--- src/mas_pkg.sv ---
package mas_pkg;
	// clock period of CLOCK
	localparam int CLK_NS = 25;

	// pin-level times, as printed or chosen
	localparam int SAMPLE_NS  = 100;  // write strobe low, tracking time
	localparam int GAP_NS     = 50;   // chip select high before next start
	localparam int RDW_MIN_NS = 200;  // pipelined read pulse, least
	localparam int RDW_MAX_NS = 400;  // pipelined read pulse, most
	localparam int EARLY_NS   = 350;  // earliest read after write rises
	localparam int DONE_NS    = 560;  // early-read conversion plus access
	localparam int INTL_NS    = 690;  // conversion-done latest after write
	localparam int REDUCED_NS = 705;  // data valid, reduced interface
	localparam int RO_TMO_NS  = 1000; // read-only wait limit
	localparam int SYNC_CYC   = 2;    // input synchroniser depth

	// cycle counts: least times round up, longest round down
	localparam logic [7:0] SAMPLE_CYC  = 8'((SAMPLE_NS + CLK_NS - 1) / CLK_NS);
	localparam logic [7:0] GAP_CYC     = 8'((GAP_NS + CLK_NS - 1) / CLK_NS);
	localparam logic [7:0] RDW_CYC     = 8'((RDW_MIN_NS + CLK_NS - 1) / CLK_NS);
	localparam logic [7:0] RDW_MAX_CYC = 8'(RDW_MAX_NS / CLK_NS);
	localparam logic [7:0] EARLY_CYC   = 8'((EARLY_NS + CLK_NS - 1) / CLK_NS);
	localparam logic [7:0] ACCESS_CYC  =
		8'((DONE_NS - EARLY_NS + CLK_NS - 1) / CLK_NS + SYNC_CYC);
	localparam logic [7:0] INTL_CYC    = 8'(INTL_NS / CLK_NS);
	localparam logic [7:0] REDUCED_CYC =
		8'((REDUCED_NS + CLK_NS - 1) / CLK_NS + SYNC_CYC);
	localparam logic [7:0] RO_TMO_CYC  = 8'(RO_TMO_NS / CLK_NS);

	// pipelined reads discarded after reset
	localparam logic [1:0] PIPE_DISCARD = 2'h2;

	// reset values of the strobes
	localparam logic PIN_IDLE = 1'b1;

	// options chosen by the user side, held per conversion
	typedef struct packed {
		logic wr_rd;    // 0 read-only, 1 write-then-read
		logic pipe;     // read-only: pipelined short pulses
		logic early;    // write-then-read: read without waiting
		logic reduced;  // write-then-read: chip select and read held low
	} mas_cfg_t;

	// strobes driven to the converter
	typedef struct packed {
		logic cs_n;
		logic rd_n;
		logic wr_n;
		logic mode;
	} mas_pins_t;

	typedef enum logic [2:0] {
		ST_IDLE,
		ST_RD_WAIT,
		ST_RD_PULSE,
		ST_WR_LOW,
		ST_CONV_WAIT,
		ST_INT_WAIT,
		ST_RD_ACC,
		ST_GAP
	} mas_state_t;
endpackage

--- src/mas_host.sv ---
`timescale 1ns/1ps
// Functional notes
// - static mode pin: low read-only, high write-then-read.
// - read-only: read strobe held low all conversion, result after about 655 ns.
// - host waits 50 ns after chip select rises before next read.
// - pipelined read pulses stay between 200 ns and 400 ns wide.
// - host may read 350 ns after write rises without waiting.
// - chip select and read tied low: write alone converts, valid after 705 ns.
module mas_host
	import mas_pkg::*;
(
	input  wire logic              CLOCK,         // 40 MHz clock
	input  wire logic              RST_N,         // async reset, active low
	input  wire logic              START,         // one-cycle conversion request
	input  wire mas_pkg::mas_cfg_t CFG,           // options, sampled with START
	input  wire logic              ADC_INT_N,     // conversion-done from converter
	input  wire logic              ADC_RDY,       // busy/acknowledge from converter
	input  wire logic [7:0]        ADC_DATA,      // result_bus as seen by the host
	output mas_pkg::mas_pins_t     ADC_PINS,      // strobes and mode to converter
	output logic [7:0]             RESULT,        // last captured result
	output logic                   RESULT_VALID,  // one-cycle pulse, RESULT fresh
	output logic                   TIMEOUT,       // one-cycle pulse, done never seen
	output logic                   BUSY,          // host sequence in progress
	output logic                   ADC_BUSY       // converter reports busy
);
	import mas_pkg::*;

	// two-flop synchronisers for the converter pins
	logic       int_n_meta, int_n_s;
	logic       rdy_meta, rdy_s;
	logic [7:0] data_meta, data_s;

	always_ff @(posedge CLOCK or negedge RST_N) begin
		if (!RST_N) begin
			int_n_meta <= 1'b1;
			int_n_s    <= 1'b1;
			rdy_meta   <= 1'b1;
			rdy_s      <= 1'b1;
			data_meta  <= 8'h00;
			data_s     <= 8'h00;
		end else begin
			int_n_meta <= ADC_INT_N;
			int_n_s    <= int_n_meta;
			rdy_meta   <= ADC_RDY;
			rdy_s      <= rdy_meta;
			data_meta  <= ADC_DATA;
			data_s     <= data_meta;
		end
	end

	mas_state_t state, next_state;
	mas_cfg_t   cfg, next_cfg;
	mas_pins_t  pins, next_pins;
	logic [7:0] cnt, next_cnt;
	logic [7:0] result, next_result;
	logic [1:0] reads, next_reads;
	logic       valid, next_valid;
	logic       tmo, next_tmo;
	logic       busy, next_busy;
	logic       adc_busy, next_adc_busy;

	// sequencer next-state logic
	always_comb begin
		next_state    = state;
		next_cfg      = cfg;
		next_pins     = pins;
		next_cnt      = (cnt != 8'h00) ? cnt - 8'h01 : 8'h00;
		next_result   = result;
		next_reads    = reads;
		next_valid    = 1'b0;
		next_tmo      = 1'b0;
		next_busy     = busy;
		next_adc_busy = ~rdy_s;
		unique case (state)
			ST_IDLE: begin
				next_pins.mode = cfg.wr_rd;
				if (START) begin
					next_cfg       = CFG;
					next_busy      = 1'b1;
					next_pins.mode = CFG.wr_rd;
					next_pins.cs_n = 1'b0;
					if (!CFG.wr_rd) begin
						next_pins.rd_n = 1'b0;
						next_cnt       = CFG.pipe ? RDW_CYC : RO_TMO_CYC;
						next_state     = CFG.pipe ? ST_RD_PULSE : ST_RD_WAIT;
					end else begin
						next_pins.wr_n = 1'b0;
						next_pins.rd_n = ~CFG.reduced;
						next_cnt       = SAMPLE_CYC;
						next_state     = ST_WR_LOW;
					end
				end
			end
			ST_RD_WAIT: begin
				// read held low until conversion-done; a low left over from the
				// last conversion sits in the synchroniser for two more cycles
				if ((!int_n_s && cnt <= RO_TMO_CYC - 8'(SYNC_CYC))
						|| cnt == 8'h00) begin
					next_result    = data_s;
					next_valid     = ~int_n_s;
					next_tmo       = int_n_s;
					next_pins.rd_n = 1'b1;
					next_pins.cs_n = 1'b1;
					next_cnt       = GAP_CYC;
					next_state     = ST_GAP;
				end
			end
			ST_RD_PULSE: begin
				// fixed-width pulse, bus shows previous result
				if (cnt == 8'h01) begin
					next_result    = data_s;
					next_valid     = (reads == PIPE_DISCARD);
					if (reads != PIPE_DISCARD) begin
						next_reads = reads + 2'h1;
					end
					next_pins.rd_n = 1'b1;
					next_pins.cs_n = 1'b1;
					next_cnt       = GAP_CYC;
					next_state     = ST_GAP;
				end
			end
			ST_WR_LOW: begin
				// tracking; rising write starts the conversion
				if (cnt == 8'h01) begin
					next_pins.wr_n = 1'b1;
					if (cfg.reduced) begin
						next_cnt   = REDUCED_CYC;
						next_state = ST_CONV_WAIT;
					end else if (cfg.early) begin
						next_cnt   = EARLY_CYC;
						next_state = ST_CONV_WAIT;
					end else begin
						next_cnt   = INTL_CYC;
						next_state = ST_INT_WAIT;
					end
				end
			end
			ST_CONV_WAIT: begin
				if (cnt == 8'h01) begin
					if (cfg.reduced) begin
						next_result    = data_s;
						next_valid     = 1'b1;
						next_pins.rd_n = 1'b1;
						next_pins.cs_n = 1'b1;
						next_cnt       = GAP_CYC;
						next_state     = ST_GAP;
					end else begin
						next_pins.rd_n = 1'b0;
						next_cnt       = ACCESS_CYC;
						next_state     = ST_RD_ACC;
					end
				end
			end
			ST_INT_WAIT: begin
				// done expected within its longest delay; stale low ignored
				if ((!int_n_s && cnt <= INTL_CYC - 8'(SYNC_CYC))
						|| cnt == 8'h00) begin
					next_tmo       = int_n_s;
					next_pins.rd_n = 1'b0;
					next_cnt       = 8'(SYNC_CYC + 1);
					next_state     = ST_RD_ACC;
				end
			end
			ST_RD_ACC: begin
				if (cnt == 8'h01) begin
					next_result    = data_s;
					next_valid     = 1'b1;
					next_pins.rd_n = 1'b1;
					next_pins.cs_n = 1'b1;
					next_cnt       = GAP_CYC;
					next_state     = ST_GAP;
				end
			end
			ST_GAP: begin
				// chip select high before the next start
				if (cnt == 8'h01 || cnt == 8'h00) begin
					next_busy  = 1'b0;
					next_state = ST_IDLE;
				end
			end
		endcase
	end

	// sequencer registers
	always_ff @(posedge CLOCK or negedge RST_N) begin
		if (!RST_N) begin
			state    <= ST_IDLE;
			cfg      <= '0;
			pins     <= '{cs_n: PIN_IDLE, rd_n: PIN_IDLE, wr_n: PIN_IDLE, mode: 1'b0};
			cnt      <= 8'h00;
			result   <= 8'h00;
			reads    <= 2'h0;
			valid    <= 1'b0;
			tmo      <= 1'b0;
			busy     <= 1'b0;
			adc_busy <= 1'b0;
		end else begin
			state    <= next_state;
			cfg      <= next_cfg;
			pins     <= next_pins;
			cnt      <= next_cnt;
			result   <= next_result;
			reads    <= next_reads;
			valid    <= next_valid;
			tmo      <= next_tmo;
			busy     <= next_busy;
			adc_busy <= next_adc_busy;
		end
	end

	assign ADC_PINS     = pins;
	assign RESULT       = result;
	assign RESULT_VALID = valid;
	assign TIMEOUT      = tmo;
	assign BUSY         = busy;
	assign ADC_BUSY     = adc_busy;
endmodule // mas_host

--- config.mk ---
export PLATFORM = sky130hd
export DESIGN_NAME = mas_host
export DESIGN_NICKNAME = d
export VERILOG_FILES = /design/src/mas_pkg.sv /design/src/mas_host.sv
export SDC_FILE = /design/constraint.sdc
export NUM_CORES = 1
export LEC_CHECK = 0
export BUFFER_PORTS_ARGS = -buffer_cell sky130_fd_sc_hd__buf_4
export CAP_MARGIN = 0
export CORE_ASPECT_RATIO = 1.25
export CORE_UTILIZATION = 50
export CTS_BUF_LIST = sky130_fd_sc_hd__clkbuf_4 sky130_fd_sc_hd__clkbuf_8
export CTS_CLUSTER_SIZE = 20
export DETAILED_ROUTE_END_ITERATION = 8
export GPL_ROUTABILITY_DRIVEN = 0
export PLACE_DENSITY_LB_ADDON = 0.2
export SLEW_MARGIN = 0
export SYNTH_ARGS = -nofsm -noshare
export SYNTH_HDL_FRONTEND = slang
export SYNTH_SLANG_ARGS = --single-unit
--- constraint.sdc ---
create_clock -name CLOCK -period 2.45 [get_ports CLOCK]
set_clock_uncertainty 0.05 [all_clocks]
set_input_delay 0 -clock CLOCK [delete_from_list [all_inputs] [get_ports CLOCK]]
set_output_delay 0 -clock CLOCK [all_outputs]
set_load 0.02 [all_outputs]
# After elaboration in Yosys (flattened, before gate mapping)
# Index checks and enable logic that the tools add are counted.
# word_totals
ff_bits,52
inputBits,17
out_inout_bits,16
# classes
n_addsub,2
magnitude_cmp,2
eq_ne,19
n_mux,55
bitwise,3
n_reduce_logical,23
# op_table
operator,count
$mux 8,12
$pmux 8 s6,1
$pmux 8 s3,1
$mux 3,7
$pmux 3 s7,1
$ne 2x2->1 const B,9
$mux 1,17
$eq 3x3->1 const B,4
$mux 6,2
$reduce_and 6->1,2
$mux 2,5
$eq 8x1->1 const B,1
$le 8x5->1 const B,1
$le 8x6->1 const B,1
$logic_not 8->1,1
$mux 4,2
$pmux 1 s4,2
$reduce_bool 8->1,1
$sub 8x1->8 const B,1
$reduce_and 7->1,1
$eq 3x2->1 const B,2
$pmux 1 s2,3
$reduce_and 3->1,2
$mux 5,1
18 further kinds,24

# Longest topological paths before layout
# logic_depth
depth_word,5
ltp_mapped,8
mapped_depth_nobuf,7

# Worst setup path after synthesis
# No wires, ideal clock.
# synth_path
path_type,register to register
startpoint,register cnt[0]
endpoint,register result[0] (netlist: RESULT[0])
setup_time_ns,0.125
arrival_time_ns,2.194
required_time_ns,2.275
path_slack_ns,0.081
stages_incl_launch_ff,9
period_less_slack_ns,2.369
cell_sequence,dfrtp_1 -> inv_1 -> ha_1 -> or4b_4 -> o211ai_2 -> nand3_2 -> a21o_1 -> buf_6 -> mux2_4
# synth_via
elab_chain_cells,5
# synth_rtl
item,line,source
"start, declared",mas_host.sv:54,"logic [7:0] cnt, next_cnt;"
"start signal, assigned",mas_host.sv:201,cnt <= next_cnt;
$le 8x6->1,mas_host.sv:97,if ((!int_n_s && cnt <= RO_TMO_CYC - 8'(SYNC_CYC))
$logic_and 1x1->1,mas_host.sv:97,
$logic_or 1x1->1,mas_host.sv:98,|| cnt == 8'h00) begin
$ne 2x2->1 (no source line),--,
$reduce_and 5->1 (no source line) *,--,
"end signal, assigned",mas_host.sv:202,result <= next_result;
"end, declared",mas_host.sv:55,"logic [7:0] result, next_result;"
# Every way passes the cells marked *; elsewhere a longest branch is shown, timed or not.
# A chain may end at the register's enable or synchronous reset.

# Worst setup path after layout
# layout_path
startpoint,register cnt[0]
endpoint,register state[2]
# layout_via
elab_chain_cells,5
# layout_rtl
item,line,source
$le 8x5->1 / $le 8x6->1 (equally long branches),"mas_host.sv:156, mas_host.sv:97",
$logic_and 1x1->1 (on tied branches),"mas_host.sv:156, mas_host.sv:97",
$logic_or 1x1->1 (on tied branches),"mas_host.sv:157, mas_host.sv:98",
$ne 2x2->1 (no source line),--,
$reduce_and 7->1 (no source line) *,--,
"end signal, assigned",mas_host.sv:198,state <= next_state;
"end, declared",mas_host.sv:51,"mas_state_t state, next_state;"
# Marks and branches as above.

==> impl_metrics.toml <==
[global_routing]
grt_pass1_vias = 1857
grt_max_degree = 53
track_usage = 0.2330
grt_pass1_wl_um = 8976
gr-total-overflow = 0
antenna_found_initial = 0

[detailed_routing]
ant_nets = 0
first_pass_iters = 4
routed_via_density = 5.563
num_vias = 1908
postRouteWirelength_um = 5490
wl_per_cell_um = 16.01
drtIter0Drc = 135
route.detailed.drc = 0

[final_layout]
fin_cells = 343
num-nets-final = 303
drive_gt1_frac = 0.3322
num_antenna_cells = 0
fillers = 403
area_growth_pct = 25.90

[synth]
yosys.cell_count.top_type = "dfrtp_1"
synth.distinct_cells = 59
synth_area_mm2 = 0.002469
synth_top_area_cell = "dfrtp_1"
synth-async-reset-ratio = 1.000
ys_seq_area_frac = 0.5307
synth_top_cells_by_count = "dfrtp_1 (45), nand2_1 (18), nor2_1 (15), a21oi_1 (11), mux2_4 (8)"
synth_flop_cell = "dfrtp_1"
syn_area_per_cell_um2 = 11.22
ys_top_cells_by_area = "dfrtp_1 (46%), dfstp_2 (7.5%), mux2_4 (4.9%)"
synth-seq-cells = 52
synth_top_area_share = 0.4562
syn-num-nets = 241
synth_cells = 220
yosys_warnings = 0
synth-edff-count = 0

[critical_path]
r2r.worst_path.cells = 7
required_ps = 2600
cp_num_cells = 7
regToRegSetupSlack_ps = 20
path_class = "reg2reg"
crit_start = "cnt[0]"
start_kind = "flip-flop"
r2r-end = "state[2]"
rr_startpoint = "cnt[0]"
cp_cell_sequence = "inv_2 > ha_1 > or4b_4 > buf_6 > or3_1 > and4b_2 > a211o_1"
worst_ep_arrival_time_ps = 2580
worst-path-buf-inv = 2
cp_max_fo = 6
path_delay_family = "simple AND/OR/NAND/NOR gates"
crit_path_end_kind = "flip-flop"
max_stage_delay_ps = 480
cpMaxStageDelayCell = "or4b_4"
cp-endpoint = "state[2]"

[floorplan]
ioPinCount = 33
start_util = 0.5220
die_y_um = 80.56
rows = 28
core_area_mm2 = 0.004730
die_area_mm2 = 0.005224
die_x_um = 64.85

[sta]
hold_ws_ps = 205.5
maxSlewHeadroom = 0.5807
timing.setup.tns_ps = 0
fmax_ghz = 0.4113
setup_ws_ps = 18.67
timing.final.crit_share = 0.9924
finalHoldViolCount = 0
slew_violations = 0
rsz0062_at_grt = "yes"
fin_crit_ps = 2431
tightest_slew_ps = 629.0
setup_viol = 0

[clock_network]
numCtsBuffers = 5
cts-root-buf = "clkbuf_8"
clock_latency_ps = 310
clock_path_buffers = 2
htree_num_levels = 2
path_clk_slew_ps = 100
clock-sinks = 52
cts_tree = "yes"

[flow_run]
drv_cap = 0

[place]
place_hpwl_um = 3808
dp_slack_ps = 12.01
io_buffers = 32
dp_cells = 317

[run_status]
status = "completed"

[power]
peakVddDrop_mv = 0.4194
power.leakage_nw = 1.444
power.density_mw_per_mm2 = 472.0

[hold_path]
min_path_type = "in2async"
-- metrics by stage --
| stage | power (mW) | utilization | area (µm²) |
|---|---|---|---|
| 2_1_floorplan | 0.9051 | - | 2469 |
| 3_3_place_gp | 0.9490 | 0.5963 | 2820 |
| 3_5_place_dp | 0.9515 | 0.5963 | 2820 |
| 4_1_cts | 1.485 | 0.6500 | 3074 |
| 5_1_grt | 1.523 | 0.6571 | 3108 |
| 6_report | 1.467 | 0.6571 | 3108 |
-- power breakdown --
group	internal (mW)	switching [mW]	total, mW
clock network	0.209	0.305	0.513
logic	0.0379	0.0315	0.0694
registers	0.878	0.00614	0.884
-- registers in the layout, indices dropped and copies added, names as in the netlist --
| register | cells |
|---|---|
| ADC_BUSY | 1 |
| ADC_PINS | 4 |
| BUSY | 1 |
| RESULT | 8 |
| RESULT_VALID | 1 |
| TIMEOUT | 1 |
| cfg | 3 |
| cnt | 8 |
| data_meta | 8 |
| data_s | 8 |
| int_n_meta | 1 |
| int_n_s | 1 |
| rdy_meta | 1 |
| rdy_s | 1 |
| reads | 2 |
| state | 3 |
-- cells by family after synthesis --
family / Yosys count / synth area share
xor+xnor: 4 / 0.01419
buf+inv: 18 / 0.04612
flops: 52 / 0.5307
mux: 12 / 0.06640
simple gates: 80 / 0.1845
compound gates: 50 / 0.1379
fa+ha+maj: 4 / 0.02027
-- what timing repair did --
item	CTS	global route
buffers inserted	0	2
hold endpoints to repair	60	0
endpoints found under the setup margin	9	14
gates resized for setup	1	7
hold buffers	16	0
-- cells in the final DEF, fill, tap and decap left out, types with 5 or more instances in the layout --
cell type	count
a21oi_1	11
clkbuf_8	5
mux2_4	8
o21ai_0	5
dlygate4sd3_1	16
nor2_1	15
dfrtp_1	45
a31oi_1	5
dfstp_2	7
nand2b_1	6
buf_4	50
nor3_1	6
nand2_1	18
inv_1	5
-- how the worst min path moves through the flow --
| stage | startpoint | to |
|---|---|---|
| floorplan | RST_N | ADC_BUSY |
| global placement | RST_N | RESULT[1] |
| detailed placement | RST_N | RESULT[1] |
| finish | RST_N | data_meta[5] |
| global route | RST_N | RESULT[1] |
| CTS | RST_N | cnt[6] |
-- final cells by class --
class / count / area, µm² / share of cell area
Inverter: 6 / 22.52 / 0.007246
Tap cell: 60 / 75.07 / 0.02415
Clock inverter: 3 / 25.02 / 0.008052
Multi-Input combinational cell: 150 / 1060 / 0.3410
Timing Repair Buffer: 67 / 546.8 / 0.1759
Sequential cell: 52 / 1310 / 0.4215
Clock buffer: 5 / 68.82 / 0.02214
-- routing by layer --
| layer | routed length (µm) | vias up | GRT usage |
|---|---|---|---|
| li1 | - | 917 | - |
| met1 | 2457 | 926 | 0.3060 |
| met2 | 2690 | 54 | 0.3646 |
| met3 | 206 | 11 | 0.05398 |
| met4 | 136 | 0 | 0.1022 |
| met5 | 0 | - | 0 |
Power figures use the tool's default switching activity.
